$ cat src/common/dapc_pkg.sv
// Shared constants for the dual audio port clocking block
package dapc_pkg;
	localparam int unsigned CLK_HZ = 100_000_000;
	// Sample rate ranges per speed
	localparam int unsigned SS_FS_MIN_HZ = 4_000;
	localparam int unsigned SS_FS_MAX_HZ = 54_000;
	localparam int unsigned DS_FS_MIN_HZ = 50_000;
	localparam int unsigned DS_FS_MAX_HZ = 108_000;
	localparam logic SPEED_SINGLE = 1'b0;
	localparam logic SPEED_DOUBLE = 1'b1;
	localparam logic FMT_LJ = 1'b0;
	localparam logic FMT_I2S = 1'b1;
	localparam logic MCLK_SEL_A = 1'b0;
	// Ratio field codes
	localparam logic [1:0] RATIO_X1 = 2'h0;
	localparam logic [1:0] RATIO_X1_5 = 2'h1;
	localparam logic [1:0] RATIO_X2 = 2'h2;
	localparam logic [1:0] RATIO_X3 = 2'h3;
	// Master ticks per bit clock in single speed, 4 bits per code
	// 256x:4, 384x:6, 512x:8, 768x:12; double speed halves them
	localparam logic [15:0] BIT_TICKS_SS = 16'hc864;
	localparam int unsigned TICK_FLD_W = 4;
	localparam logic [5:0] BITS_PER_FRAME_M1 = 6'h3f;
	localparam logic [5:0] HALF_FRAME = 6'h20;
	// Measured ratio at or above this, after halving, is single speed
	localparam logic [9:0] DET_SPLIT = 10'he0;
	localparam logic [9:0] DET_MAX = 10'h3ff;
	// Hardware mode pin codes {pin_a, pin_b}
	localparam logic [1:0] HW_MASTER_SS = 2'h0;
	localparam logic [1:0] HW_MASTER_DS = 2'h1;
	localparam logic [1:0] HW_RESERVED = 2'h2;
	localparam logic [1:0] HW_SLAVE_AUTO = 2'h3;
	// Converter indices
	localparam int unsigned CONV_REC = 0;
	localparam int unsigned CONV_PB_A = 1;
	localparam int unsigned CONV_PB_B = 2;
endpackage

$ cat src/core/dapc_core.sv
// Clocking, routing and framing for two serial audio ports
`timescale 1ns/1ps
module dapc_core
#(
	parameter int unsigned SAMPLE_W = 24
)
(
	input wire logic clk_i,
	input wire logic reset_i,
	input wire logic ce_i,
	input wire logic master_clock_a_i,
	input wire logic master_clock_b_i,
	input wire logic hw_cfg_i,
	input wire logic hw_mode_pin_a_i,
	input wire logic hw_mode_pin_b_i,
	input wire logic mclk_halve_pin_i,
	input wire logic hw_format_pin_i,
	input wire logic port_a_master_i,
	input wire logic port_b_master_i,
	input wire logic port_a_speed_sel_i,
	input wire logic port_b_speed_sel_i,
	input wire logic [1:0] mclk_ratio_field_a_i,
	input wire logic [1:0] mclk_ratio_field_b_i,
	input wire logic port_a_mclk_sel_i,
	input wire logic port_b_mclk_sel_i,
	input wire logic auto_detect_i,
	input wire logic port_a_hiz_i,
	input wire logic port_b_hiz_i,
	input wire logic data_out_hiz_i,
	input wire logic [2:0] converter_port_sel_i,
	input wire logic [2:0] converter_mclk_sel_i,
	input wire logic [2:0] converter_fmt_i,
	input wire logic port_a_bit_clock_i,
	output logic port_a_bit_clock_o,
	output logic port_a_bit_clock_oe_o,
	input wire logic port_a_frame_clock_i,
	output logic port_a_frame_clock_o,
	output logic port_a_frame_clock_oe_o,
	input wire logic port_b_bit_clock_i,
	output logic port_b_bit_clock_o,
	output logic port_b_bit_clock_oe_o,
	input wire logic port_b_frame_clock_i,
	output logic port_b_frame_clock_o,
	output logic port_b_frame_clock_oe_o,
	output logic serial_data_out_o,
	output logic serial_data_out_oe_o,
	input wire logic serial_data_in_a_i,
	input wire logic serial_data_in_b_i,
	input wire logic [SAMPLE_W-1:0] rec_left_i,
	input wire logic [SAMPLE_W-1:0] rec_right_i,
	output logic rec_take_o,
	output logic [SAMPLE_W-1:0] playback_conv_a_left_o,
	output logic [SAMPLE_W-1:0] playback_conv_a_right_o,
	output logic playback_conv_a_valid_o,
	output logic [SAMPLE_W-1:0] playback_conv_b_left_o,
	output logic [SAMPLE_W-1:0] playback_conv_b_right_o,
	output logic playback_conv_b_valid_o,
	output logic async_mode_o,
	output logic port_a_speed_o,
	output logic port_b_speed_o,
	output logic port_a_ratio_ok_o,
	output logic port_b_ratio_ok_o,
	output logic [2:0] converter_mclk_o,
	output logic [2:0] converter_speed_o
);
	localparam int unsigned CW = $clog2(SAMPLE_W + 2);
	localparam logic [CW-1:0] CNT_W = CW'(SAMPLE_W);
	localparam logic [CW-1:0] CNT_ONE = CW'(1);

	typedef struct packed {
		logic [1:0] ma_s;
		logic [1:0] mb_s;
		logic ma_prev;
		logic mb_prev;
		logic [SAMPLE_W:0] rec_sh;
		logic sdo;
		logic [1:0][1:0] din_s;
		logic [1:0][CW-1:0] pb_cnt;
		logic [1:0][SAMPLE_W-1:0] pb_sh;
		logic [1:0][SAMPLE_W-1:0] pb_left;
		logic [1:0][SAMPLE_W-1:0] pb_right;
		logic [1:0] pb_valid;
		logic [2:0] cmclk;
		logic [2:0] cspeed;
		logic async_m;
	} dapc_st_t;

	dapc_st_t st_reg;
	dapc_st_t st_next;

	logic tick_a;
	logic tick_b;
	logic [1:0] hw_code;
	logic hw_master;
	logic hw_double;
	logic hw_auto;
	logic m_a;
	logic m_b;
	logic sp_a;
	logic sp_b;
	logic [1:0] rf_a;
	logic [1:0] rf_b;
	logic au_a;
	logic au_b;
	logic ms_a;
	logic ms_b;
	logic bclk_a;
	logic fclk_a;
	logic rise_a;
	logic fr_a;
	logic fe_a;
	logic bclk_b;
	logic fclk_b;
	logic rise_b;
	logic fr_b;
	logic fe_b;
	logic [2:0] fmt;
	logic [2:0] c_rise;
	logic [2:0] c_fe;
	logic [2:0] c_fr;
	logic left_ch;
	logic [SAMPLE_W:0] ld;
	logic [CW-1:0] k;
	logic capt;
	logic din;
	logic pb_left_prev;

	// Hardware pin decode; reserved code stays a silent slave
	always_comb
	begin
		hw_code = {hw_mode_pin_a_i, hw_mode_pin_b_i};
		hw_master = 1'b0;
		hw_double = dapc_pkg::SPEED_SINGLE;
		hw_auto = 1'b0;
		if (hw_code == dapc_pkg::HW_MASTER_SS)
		begin
			hw_master = 1'b1;
		end
		else if (hw_code == dapc_pkg::HW_MASTER_DS)
		begin
			hw_master = 1'b1;
			hw_double = dapc_pkg::SPEED_DOUBLE;
		end
		else if (hw_code == dapc_pkg::HW_SLAVE_AUTO)
		begin
			hw_auto = 1'b1;
		end
	end

	// Per-port settings, software or pins
	always_comb
	begin
		m_a = hw_cfg_i ? hw_master : port_a_master_i;
		m_b = hw_cfg_i ? hw_master : port_b_master_i;
		sp_a = hw_cfg_i ? hw_double : port_a_speed_sel_i;
		sp_b = hw_cfg_i ? hw_double : port_b_speed_sel_i;
		// Halve pin maps onto the x2 code of the ratio field
		rf_a = hw_cfg_i ? (mclk_halve_pin_i ? dapc_pkg::RATIO_X2 : dapc_pkg::RATIO_X1)
			: mclk_ratio_field_a_i;
		rf_b = hw_cfg_i ? (mclk_halve_pin_i ? dapc_pkg::RATIO_X2 : dapc_pkg::RATIO_X1)
			: mclk_ratio_field_b_i;
		au_a = hw_cfg_i ? hw_auto : auto_detect_i;
		au_b = hw_cfg_i ? hw_auto : auto_detect_i;
		ms_a = hw_cfg_i ? dapc_pkg::MCLK_SEL_A : port_a_mclk_sel_i;
		ms_b = hw_cfg_i ? dapc_pkg::MCLK_SEL_A : port_b_mclk_sel_i;
		tick_a = st_reg.ma_s[1] && !st_reg.ma_prev;
		tick_b = st_reg.mb_s[1] && !st_reg.mb_prev;
	end

	// Fast clock only samples the master clocks, good to about 45 MHz
	dapc_port_clk u_port_a
	(
		.clk_i(clk_i),
		.reset_i(reset_i),
		.ce_i(ce_i),
		.mclk_tick_i(ms_a ? tick_b : tick_a),
		.master_i(m_a),
		.speed_sel_i(sp_a),
		.ratio_field_i(rf_a),
		.auto_i(au_a),
		.bclk_pin_i(port_a_bit_clock_i),
		.fclk_pin_i(port_a_frame_clock_i),
		.bclk_o(bclk_a),
		.fclk_o(fclk_a),
		.bit_rise_o(rise_a),
		.frame_o(fr_a),
		.frame_edge_o(fe_a),
		.speed_o(port_a_speed_o),
		.ratio_ok_o(port_a_ratio_ok_o)
	);

	dapc_port_clk u_port_b
	(
		.clk_i(clk_i),
		.reset_i(reset_i),
		.ce_i(ce_i),
		.mclk_tick_i(ms_b ? tick_b : tick_a),
		.master_i(m_b),
		.speed_sel_i(sp_b),
		.ratio_field_i(rf_b),
		.auto_i(au_b),
		.bclk_pin_i(port_b_bit_clock_i),
		.fclk_pin_i(port_b_frame_clock_i),
		.bclk_o(bclk_b),
		.fclk_o(fclk_b),
		.bit_rise_o(rise_b),
		.frame_o(fr_b),
		.frame_edge_o(fe_b),
		.speed_o(port_b_speed_o),
		.ratio_ok_o(port_b_ratio_ok_o)
	);

	always_comb
	begin
		st_next = st_reg;
		st_next.ma_s = {st_reg.ma_s[0], master_clock_a_i};
		st_next.mb_s = {st_reg.mb_s[0], master_clock_b_i};
		st_next.ma_prev = st_reg.ma_s[1];
		st_next.mb_prev = st_reg.mb_s[1];
		st_next.async_m = !hw_cfg_i && (port_a_mclk_sel_i != port_b_mclk_sel_i);
		for (int c = 0; c < 3; c++)
		begin
			fmt[c] = hw_cfg_i ? hw_format_pin_i : converter_fmt_i[c];
			c_rise[c] = converter_port_sel_i[c] ? rise_b : rise_a;
			c_fe[c] = converter_port_sel_i[c] ? fe_b : fe_a;
			c_fr[c] = converter_port_sel_i[c] ? fr_b : fr_a;
			st_next.cmclk[c] = hw_cfg_i ? dapc_pkg::MCLK_SEL_A : converter_mclk_sel_i[c];
			st_next.cspeed[c] = converter_port_sel_i[c] ? port_b_speed_o : port_a_speed_o;
		end
		// Record side: word loaded at each channel change
		left_ch = (fmt[dapc_pkg::CONV_REC] == dapc_pkg::FMT_I2S)
			? c_fr[dapc_pkg::CONV_REC] : !c_fr[dapc_pkg::CONV_REC];
		ld = '0;
		rec_take_o = c_fe[dapc_pkg::CONV_REC];
		if (c_fe[dapc_pkg::CONV_REC])
		begin
			// One idle bit ahead of the word in inter-chip sound framing
			if (fmt[dapc_pkg::CONV_REC] == dapc_pkg::FMT_I2S)
			begin
				ld = {1'b0, left_ch ? rec_left_i : rec_right_i};
			end
			else
			begin
				ld = {left_ch ? rec_left_i : rec_right_i, 1'b0};
			end
			st_next.sdo = ld[SAMPLE_W];
			st_next.rec_sh = {ld[SAMPLE_W-1:0], 1'b0};
		end
		else if (c_rise[dapc_pkg::CONV_REC])
		begin
			st_next.sdo = st_reg.rec_sh[SAMPLE_W];
			st_next.rec_sh = {st_reg.rec_sh[SAMPLE_W-1:0], 1'b0};
		end
		// Playback side: two identical deserialisers
		st_next.din_s[0] = {st_reg.din_s[0][0], serial_data_in_a_i};
		st_next.din_s[1] = {st_reg.din_s[1][0], serial_data_in_b_i};
		st_next.pb_valid = '0;
		k = '0;
		capt = 1'b0;
		din = 1'b0;
		pb_left_prev = 1'b0;
		for (int p = 0; p < 2; p++)
		begin
			din = st_reg.din_s[p][1];
			if (c_rise[p + 1])
			begin
				k = st_reg.pb_cnt[p];
				if (c_fe[p + 1])
				begin
					// Finished word belongs to the channel just left
					pb_left_prev = (fmt[p + 1] == dapc_pkg::FMT_I2S) ? !c_fr[p + 1] : c_fr[p + 1];
					if (pb_left_prev)
					begin
						st_next.pb_left[p] = st_reg.pb_sh[p];
					end
					else
					begin
						st_next.pb_right[p] = st_reg.pb_sh[p];
						st_next.pb_valid[p] = 1'b1;
					end
					st_next.pb_sh[p] = '0;
					k = '0;
				end
				if (fmt[p + 1] == dapc_pkg::FMT_I2S)
				begin
					capt = (k >= CNT_ONE) && (k <= CNT_W);
				end
				else
				begin
					capt = (k < CNT_W);
				end
				if (capt)
				begin
					st_next.pb_sh[p] = c_fe[p + 1] ? SAMPLE_W'(din)
						: {st_reg.pb_sh[p][SAMPLE_W-2:0], din};
				end
				if (k <= CNT_W)
				begin
					st_next.pb_cnt[p] = k + CNT_ONE;
				end
				else
				begin
					st_next.pb_cnt[p] = k;
				end
			end
		end
		if (!ce_i)
		begin
			st_next = st_reg;
			rec_take_o = 1'b0;
		end
	end

	always_ff @(posedge clk_i or posedge reset_i)
	begin
		if (reset_i)
		begin
			st_reg <= '0;
		end
		else
		begin
			st_reg <= st_next;
		end
	end

	// Pin drivers; float lets another master own the wires
	assign port_a_bit_clock_o = bclk_a;
	assign port_a_frame_clock_o = fclk_a;
	assign port_a_bit_clock_oe_o = m_a && !port_a_hiz_i;
	assign port_a_frame_clock_oe_o = m_a && !port_a_hiz_i;
	assign port_b_bit_clock_o = bclk_b;
	assign port_b_frame_clock_o = fclk_b;
	assign port_b_bit_clock_oe_o = m_b && !port_b_hiz_i;
	assign port_b_frame_clock_oe_o = m_b && !port_b_hiz_i;
	assign serial_data_out_o = st_reg.sdo;
	assign serial_data_out_oe_o = !data_out_hiz_i;
	assign playback_conv_a_left_o = st_reg.pb_left[0];
	assign playback_conv_a_right_o = st_reg.pb_right[0];
	assign playback_conv_a_valid_o = st_reg.pb_valid[0];
	assign playback_conv_b_left_o = st_reg.pb_left[1];
	assign playback_conv_b_right_o = st_reg.pb_right[1];
	assign playback_conv_b_valid_o = st_reg.pb_valid[1];
	assign async_mode_o = st_reg.async_m;
	assign converter_mclk_o = st_reg.cmclk;
	assign converter_speed_o = st_reg.cspeed;
endmodule

$ cat src/core/dapc_port_clk.sv
// Bit and frame clock engine for one serial audio port
`timescale 1ns/1ps
module dapc_port_clk
(
	input wire logic clk_i,
	input wire logic reset_i,
	input wire logic ce_i,
	input wire logic mclk_tick_i,
	input wire logic master_i,
	input wire logic speed_sel_i,
	input wire logic [1:0] ratio_field_i,
	input wire logic auto_i,
	input wire logic bclk_pin_i,
	input wire logic fclk_pin_i,
	output logic bclk_o,
	output logic fclk_o,
	output logic bit_rise_o,
	output logic frame_o,
	output logic frame_edge_o,
	output logic speed_o,
	output logic ratio_ok_o
);
	typedef struct packed {
		logic [1:0] bsync;
		logic [1:0] fsync;
		logic bprev;
		logic fprev;
		logic fsmp;
		logic [3:0] tick_cnt;
		logic [5:0] bit_cnt;
		logic gbclk;
		logic gfclk;
		logic [9:0] mcnt;
		logic det_speed;
		logic det_ok;
	} dapc_pc_t;

	dapc_pc_t st_reg;
	dapc_pc_t st_next;
	logic [3:0] ticks;
	logic [3:0] tc;
	logic [5:0] bc;
	logic bseen;
	logic fseen;
	logic speed;
	logic [9:0] eff;

	always_comb
	begin
		st_next = st_reg;
		// Slave clocks pass two flops before use
		st_next.bsync = {st_reg.bsync[0], bclk_pin_i};
		st_next.fsync = {st_reg.fsync[0], fclk_pin_i};
		speed = (auto_i && !master_i) ? st_reg.det_speed : speed_sel_i;
		ticks = BIT_TICKS_SS_at(ratio_field_i);
		if (speed == dapc_pkg::SPEED_DOUBLE)
		begin
			ticks = ticks >> 1;
		end
		tc = st_reg.tick_cnt;
		bc = st_reg.bit_cnt;
		if (!master_i)
		begin
			tc = '0;
			bc = '0;
		end
		else if (mclk_tick_i)
		begin
			// Wraps on the next master tick if a lower ratio leaves the count past its end
			if (tc >= ticks - 4'h1)
			begin
				tc = '0;
				bc = bc + 6'h1;
			end
			else
			begin
				tc = tc + 4'h1;
			end
		end
		st_next.tick_cnt = tc;
		st_next.bit_cnt = bc;
		st_next.gbclk = master_i && (tc >= (ticks >> 1));
		st_next.gfclk = master_i && (bc >= dapc_pkg::HALF_FRAME);
		bseen = master_i ? st_reg.gbclk : st_reg.bsync[1];
		fseen = master_i ? st_reg.gfclk : st_reg.fsync[1];
		st_next.bprev = bseen;
		st_next.fprev = fseen;
		bit_rise_o = bseen && !st_reg.bprev;
		frame_edge_o = bit_rise_o && (fseen != st_reg.fsmp);
		if (bit_rise_o)
		begin
			st_next.fsmp = fseen;
		end
		// Ratio measure: master ticks per frame, halved per field
		eff = ratio_field_i[1] ? (st_reg.mcnt >> 1) : st_reg.mcnt;
		if (fseen && !st_reg.fprev)
		begin
			st_next.det_speed = (eff < dapc_pkg::DET_SPLIT);
			st_next.det_ok = (st_reg.mcnt != dapc_pkg::DET_MAX) && (st_reg.mcnt != '0);
			st_next.mcnt = {9'h000, mclk_tick_i};
		end
		else if (mclk_tick_i && st_reg.mcnt != dapc_pkg::DET_MAX)
		begin
			st_next.mcnt = st_reg.mcnt + 10'h001;
		end
		if (!ce_i)
		begin
			st_next = st_reg;
			bit_rise_o = 1'b0;
			frame_edge_o = 1'b0;
		end
	end

	function automatic logic [3:0] BIT_TICKS_SS_at(input logic [1:0] f);
		BIT_TICKS_SS_at = dapc_pkg::BIT_TICKS_SS[{f, 2'b00} +: dapc_pkg::TICK_FLD_W];
	endfunction

	always_ff @(posedge clk_i or posedge reset_i)
	begin
		if (reset_i)
		begin
			st_reg <= '0;
		end
		else
		begin
			st_reg <= st_next;
		end
	end

	assign bclk_o = st_reg.gbclk;
	assign fclk_o = st_reg.gfclk;
	assign frame_o = st_reg.fsmp;
	assign speed_o = (auto_i && !master_i) ? st_reg.det_speed : speed_sel_i;
	assign ratio_ok_o = master_i || !auto_i || st_reg.det_ok;
endmodule

$ cat config.mk
export PLATFORM = sky130hd
export DESIGN_NAME = dapc_core
export DESIGN_NICKNAME = d
export VERILOG_FILES = /design/src/common/dapc_pkg.sv /design/src/core/dapc_core.sv /design/src/core/dapc_port_clk.sv
export SDC_FILE = /design/constraint.sdc
export NUM_CORES = 1
export LEC_CHECK = 0
export BUFFER_PORTS_ARGS = -buffer_cell sky130_fd_sc_hd__buf_2
export CAP_MARGIN = 20
export CELL_PAD_IN_SITES_DETAIL_PLACEMENT = 1
export CELL_PAD_IN_SITES_GLOBAL_PLACEMENT = 2
export CORE_ASPECT_RATIO = 0.7
export CORE_MARGIN = 3
export CORE_UTILIZATION = 37
export DETAILED_ROUTE_END_ITERATION = 8
export PLACE_DENSITY_LB_ADDON = 0.1
export SLEW_MARGIN = 5
export SYNTH_ARGS = -nofsm -noshare
export SYNTH_HDL_FRONTEND = slang
export SYNTH_SLANG_ARGS = --single-unit
$ cat constraint.sdc
create_clock -name clk_i -period 10.1 [get_ports clk_i]
set_clock_uncertainty 0.05 [all_clocks]
set_input_delay 1.01 -clock clk_i [delete_from_list [all_inputs] [get_ports clk_i]]
set_output_delay 1.01 -clock clk_i [all_outputs]
set_load 0.005 [all_outputs]
=== After elaboration in Yosys (flattened, before gate mapping) ===
Cells that the tools add are included.

* Memory bits (read-only): 0
* Logic and storage cells: 241
* Memories: 0
* RAM bits: 0
* Input port bits: 87
* Register bits: 261
* Bits in latches: 0
* Output and inout bits: 120

* Divide/modulo/power cells: 0
* Reductions and logical operators: 66
* Eq/ne operators: 7
* Magnitude comparators: 14
* Mux-type cells: 96
* $add $sub $neg: 10
* Shift-type cells: 2
* Bitwise operators: 2
* Multipliers: 0

{| class="wikitable"
|+ Operators by type and width
! kind !! number
|-
| two-way mux 24 bit || 7
|-
| two-way mux 10 bit || 6
|-
| two-way mux 1 bit || 57
|-
| two-way mux 26 bit || 2
|-
| two-way mux 6 bit || 6
|-
| two-way mux 4 bit || 8
|-
| indexed part select 16 x 5 -> 4 bit (first input constant) || 2
|-
| two-way mux 5 bit || 6
|-
| two-way mux 25 bit || 1
|-
| logical AND 1 bit || 23
|-
| adder 10 x 1 -> 10 bit (second input constant) || 2
|-
| less-than comparator 10 x 8 -> 1 bit (second input constant) || 2
|-
| != test 10 bit (second input constant) || 2
|-
| nonzero test 10 bit || 2
|-
| AND reduction 2 bit || 9
|-
| zero test 1 bit || 16
|-
| AND reduction 4 bit || 4
|-
| adder 6 x 1 -> 6 bit (second input constant) || 2
|-
| >= comparator 6 bit (second input constant) || 2
|-
| adder 5 x 1 -> 5 bit (second input constant) || 2
|-
| >= comparator 5 x 1 -> 1 bit (second input constant) || 2
|-
| <= comparator 5 bit (second input constant) || 2
|-
| less-than comparator 5 bit (second input constant) || 2
|-
| nonzero test 2 bit || 5
|-
| other kinds (12) || 25
|}

=== Logic depth before layout (Yosys ltp) ===
* Depth in word-level cells: 17
* Depth in mapped cells: 23
* Gate-level depth less buffers: 21

=== Hierarchy ===
A second synthesis with hierarchy kept.

* Cell total of the unflattened synthesis: 1213
* Area, all modules: 13510.5 um2

{| class="wikitable"
|+ By module, submodules not included
! module !! area an instance (um2) !! cells an instance !! instances !! seq. area each (um2)
|-
| dapc_core || 9616.7 || 791 || 1 || 4954.8
|-
| dapc_port_clk at u_port_b || 1951.9 || 213 || 1 || 775.7
|-
| dapc_port_clk at u_port_a || 1941.9 || 209 || 1 || 750.7
|}

=== Worst setup path before layout ===
No wires, ideal clock.

* Path kind: input to register
* Start: input port hw_cfg_i
* End: register u_port_b.st_reg (netlist bit u_port_b.bclk_o)
* Data required time: 9903 ps
* Arrival time: 5179 ps
* Setup slack: 4724 ps
* Cell stages on the path: 21
* Setup time: 147 ps
* Path buffers: 2
* Cells stage by stage: buf_6 nor2b_4 buf_6 nor3_1 mux2i_2 inv_2 o21a_1 a21oi_1 o22a_1 ha_1 ha_1 a2111oi_0 nor2_1 nor2_1 mux2_2 nand2_1 ha_1 nand2b_1 a21o_1 a21oi_1 a221oi_1

* Cells in the longest elaborated chain, start to end: 12
* Elaborated cells between the ends (all ways): 18
* Classes of those cells: 1 x add/sub; 2 x order compare; 1 x shift; 11 x mux; 3 x reduce/logical

{| class="wikitable"
|+ RTL lines
! item !! line !! source
|-
| start, declared || dapc_core.sv:13 || <nowiki>input wire logic hw_cfg_i,</nowiki>
|-
| two-way mux 1 bit || dapc_core.sv:154 || <nowiki>m_b = hw_cfg_i ? hw_master : port_b_master_i;</nowiki>
|-
| zero test 1 bit || -- ||
|-
| logical AND 1 bit || -- ||
|-
| two-way mux 1 bit (*) || -- ||
|-
| via port_b_speed_o || dapc_core.sv:60 || <nowiki>output logic port_b_speed_o,</nowiki>
|-
| two-way mux 4 bit (*) || dapc_port_clk.sv:56 || <nowiki>if (speed == dapc_pkg::SPEED_DOUBLE)</nowiki>
|-
| subtractor 4 x 1 -> 4 bit || dapc_port_clk.sv:70 || <nowiki>if (tc >= ticks - 4'h1)</nowiki>
|-
| >= comparator 4 bit || dapc_port_clk.sv:70 ||
|-
| two-way mux 4 bit || dapc_port_clk.sv:70 ||
|-
| two-way mux 4 bit || dapc_port_clk.sv:67 || <nowiki>else if (mclk_tick_i)</nowiki>
|-
| two-way mux 4 bit || dapc_port_clk.sv:62 || <nowiki>if (!master_i)</nowiki>
|-
| >= comparator 4 x 3 -> 1 bit (*) || dapc_port_clk.sv:82 || <nowiki>st_next.gbclk = master_i && (tc >= (ticks >> 1));</nowiki>
|-
| logical AND 1 bit (*) || dapc_port_clk.sv:82 ||
|-
| end signal, assigned || dapc_port_clk.sv:126 || <nowiki>st_reg <= st_next;</nowiki>
|-
| end, declared || dapc_port_clk.sv:38 || <nowiki>dapc_pc_t st_reg;</nowiki>
|}

The timed path passes the listed nets; every way through them passes the cells marked *.
A chain may end at the register's enable or synchronous reset.

=== Worst setup path after layout ===
* Start: input port hw_cfg_i
* End: register u_port_b.st_reg (netlist bit u_port_b.bclk_o)

* Cells in the longest elaborated chain, start to end: 12
* Elaborated cells between the ends (all ways): 18
* Classes of those cells: 1 x add/sub; 2 x order compare; 1 x shift; 11 x mux; 3 x reduce/logical

{| class="wikitable"
|+ RTL lines
! item !! line
|-
| branches (longest 11 deep; another with subtractor 4 x 1 -> 4 bit) || --
|-
| logical AND 1 bit (*) || dapc_port_clk.sv:82
|}

Every way passes the cells marked *.

==> results.md <==
- Status: finished clean
- Syn Area/Cell: roughly 11 µm²
- Peak supply drop: ~120 µV
- Multi-input logic area: 0.00622 mm²
- Ratio of cells with drive above 1 in the final layout: 0.239
- Fin area: ~0.015 mm²
- Tcrit/Tclk final: 0.560
- DRT Pass-1 Iters: 4
- Layout area overhead: 10.8%
- Port bufs: 206
- Crit Path Max Fanout: 27
- Sequential fraction of the synthesis area: 0.466
- Resized Gates After CTS: 0
- Grt ovf: 0
- Clock transition at the registers of the reported paths: 0.06 ns
- CTS tree: built
- Reg2Reg Setup Slack: 5.63 ns
- Mapped Cells: between 1k and 1.5k
- Worst-Skew Late Latency: 0.57 ns
- DR WL/cell: ~19 µm
- Die W: around 240 µm
- Final layout net count: 1529
- Hold Vio Cnt, Final: 0
- Largest net degree at the start of global routing: 139
- All-Layer GR Usage: 0.178
- Root Driver: clkbuf_16
- N_diodes: 0
- Placed cell count: 1860
- Pleak: 8.12 nW
- Via-per-instance ratio: 5.17
- Max Cap Viol: 0
- Worst-margin pin slew: 1.06 ns
- Synth cell count leaders: dfrtp_1 (260), nor2_1 (130), nand2_1 (127)
- Die Ht: 169 µm
- Yosys reg bits: 260
- RSZ-0062 raised after global routing: false
- Fin Setup TNS: 0 ns
- Initial core utilization: 0.382
- Placer Congestion: slightly below 0.8
- Crit. End Element: register
- Area contributors post-synth: dfrtp_1 (47%), mux2_1 (6.5%), buf_4 (6.0%)
- Cell Area, Synth: roughly 0.014 mm²
- Row count: 58
- First-pass GRT wire length: between 50 and 60 mm
- Vias in the first global route: 10.1k
- Worst Path Required: between 10 and 15 ns
- Min cycle time layout: 5.66 ns
- Yosys warns: 0
- Synth top area share: 0.466
- Boundary Pins: 207
- Non-Filler Instances: 1911
- Count leader, synth: dfrtp_1
- Fillers: 4118
- Max Clock Freq: 0.177 GHz
- Clk buf depth: 3
- Reg area: 0.00651 mm²
- Iter 0 DRT Violations: roughly 470
- Post-synth ARST share: 1.00
- Startpoint Class: input port
- EDFF count, synth: 0
- Post-route ant nets: 0
- WS Path Type: in2reg
- Power Dens Cells: 190 mW/mm²
- Max-slew violations: 0
- Top FF cell, synth: dfrtp_1
- Dpl cell area: 0.0146 mm²
- Post-CTS setup buffers: 0
- Initial antenna violation count: 1
- Via Count: 9878
- Relative slew slack: 0.270
- HPWL Detailed: about 25 mm
- Final setup fails: 0
- CTS buffer count: 28
- # DRC: 0
- Max reg flops: slightly above 90
- Routed wire length: 36.0 mm
- Clk sink count: 260
- HP Class: reg2reg
- Syn_nets: 1440
- Hold buffers post-CTS: 0
- Die Area: roughly 0.040 mm²
- Yosys top cell by area: dfrtp_1
- Netlist cell types: 73
- Critical path data arrival time: 6.02 ns
- Number of H-tree levels: 1
- Core area: 0.0366 mm²
[per-stage QoR]
stage / util / setup WS, ns / hold slack (ns) / power, mW
floorplan: - / 1.88 / 0.390 / 1.80
global placement: 0.399 / 3.98 / 0.410 / 1.97
detailed placement: 0.399 / 3.83 / 0.420 / 1.99
CTS: 0.422 / 4.46 / 0.434 / 2.99
global route: 0.423 / 4.00 / 0.447 / 3.13
finish: 0.423 / 4.44 / 0.428 / 2.94
[critical path, cell delays in order]
cell	delay [ns]
buf_2	0.50
nor2b_1	0.20
nor3_1	0.36
mux2i_2	0.55
inv_2	0.09
o21a_1	0.18
a21oi_1	0.16
o22a_1	0.17
ha_1	0.23
ha_1	0.27
a2111oi_0	0.67
nor2_1	0.21
nor2_1	0.28
mux2_2	0.21
nand2_1	0.06
ha_1	0.30
nand2b_1	0.14
a21o_1	0.17
a21oi_1	0.14
a221oi_1	0.09
[report_power, final]
| group | internal [mW] | total (mW) | switching, mW |
|---|---|---|---|
| Sequential | 1.18 | 1.31 | 0.130 |
| Clock | 0.533 | 0.974 | 0.440 |
| Combinational | 0.279 | 0.658 | 0.379 |
| Total | 1.99 | 2.94 | 0.949 |
[per-layer routing]
layer | vias to the layer above | part of all wire | track usage
li1 | 4716 | - | -
met1 | 4976 | 0.52 | 0.272
met2 | 148 | 0.43 | 0.269
met3 | 38 | 0.037 | 0.0290
met4 | 0 | 0.015 | 0.0302
met5 | - | 0 | 0
[final timing paths]
check | to | start | cells past startpoint
max in group asynchronous | st_reg[171]$_DFFE_PP0P_ | reset_i | 4
worst min-delay path | playback_conv_b_valid_o$_DFFE_PP0P_ | playback_conv_b_valid_o$_DFFE_PP0P_ | 1
worst max-delay path | u_port_b.bclk_o$_DFFE_PP0P_ | hw_cfg_i | 20
worst min register to register | playback_conv_b_valid_o$_DFFE_PP0P_ | playback_conv_b_valid_o$_DFFE_PP0P_ | 1
worst max register to register | u_port_b.bclk_o$_DFFE_PP0P_ | u_port_b.st_reg[1]$_DFFE_PP0P_ | 17
min in group asynchronous | playback_conv_a_right_o[16]$_DFFE_PP0P_ | reset_i | 2
[cell families (layout without fill, tap and decap cells)]
kind of cell             Yosys count  count (layout)  share of synthesized area
AO/OA/AOI/OAI                    191             191                      0.100
AND/OR/NAND/NOR                  419             419                      0.141
XOR/XNOR                          25              25                     0.0168
adder cells (fa/ha/maj)           30              30                     0.0269
flip-flops                       260             260                      0.466
buffers and inverters            193             301                     0.0892
multiplexers                     205             205                      0.160
[cell type report]
| cell class | count | area share |
|---|---|---|
| tap | 480 | 0.0388 |
| clock buffer | 38 | 0.0497 |
| multi-input combinational | 870 | 0.402 |
| timing repair buffer | 220 | 0.0748 |
| clock inverter | 11 | 0.00534 |
| sequential | 260 | 0.421 |
| inverter | 32 | 0.00825 |
[cell usage in the layout (no fill, tap or decap), types with 7 or more instances in the layout]
cell,netlist,final
a21o_1,9,9
a21oi_1,34,34
a22o_1,7,7
a31oi_1,30,30
and3_1,11,11
buf_2,11,206
buf_4,111,12
clkbuf_1,22,7
clkbuf_16,0,28
clkinv_2,0,9
dfrtp_1,260,260
ha_1,30,30
inv_1,30,29
mux2_1,80,80
mux2_2,42,42
mux2i_1,80,80
nand2_1,127,127
nand2b_1,21,21
nand3_1,44,44
nand4_1,13,13
nor2_1,130,130
nor2b_1,10,10
nor3_1,15,15
o21ai_0,34,34
o31ai_1,12,12
or3_1,7,7
xnor2_1,7,7
xor2_1,16,16
(Power assumes the default switching activity.)
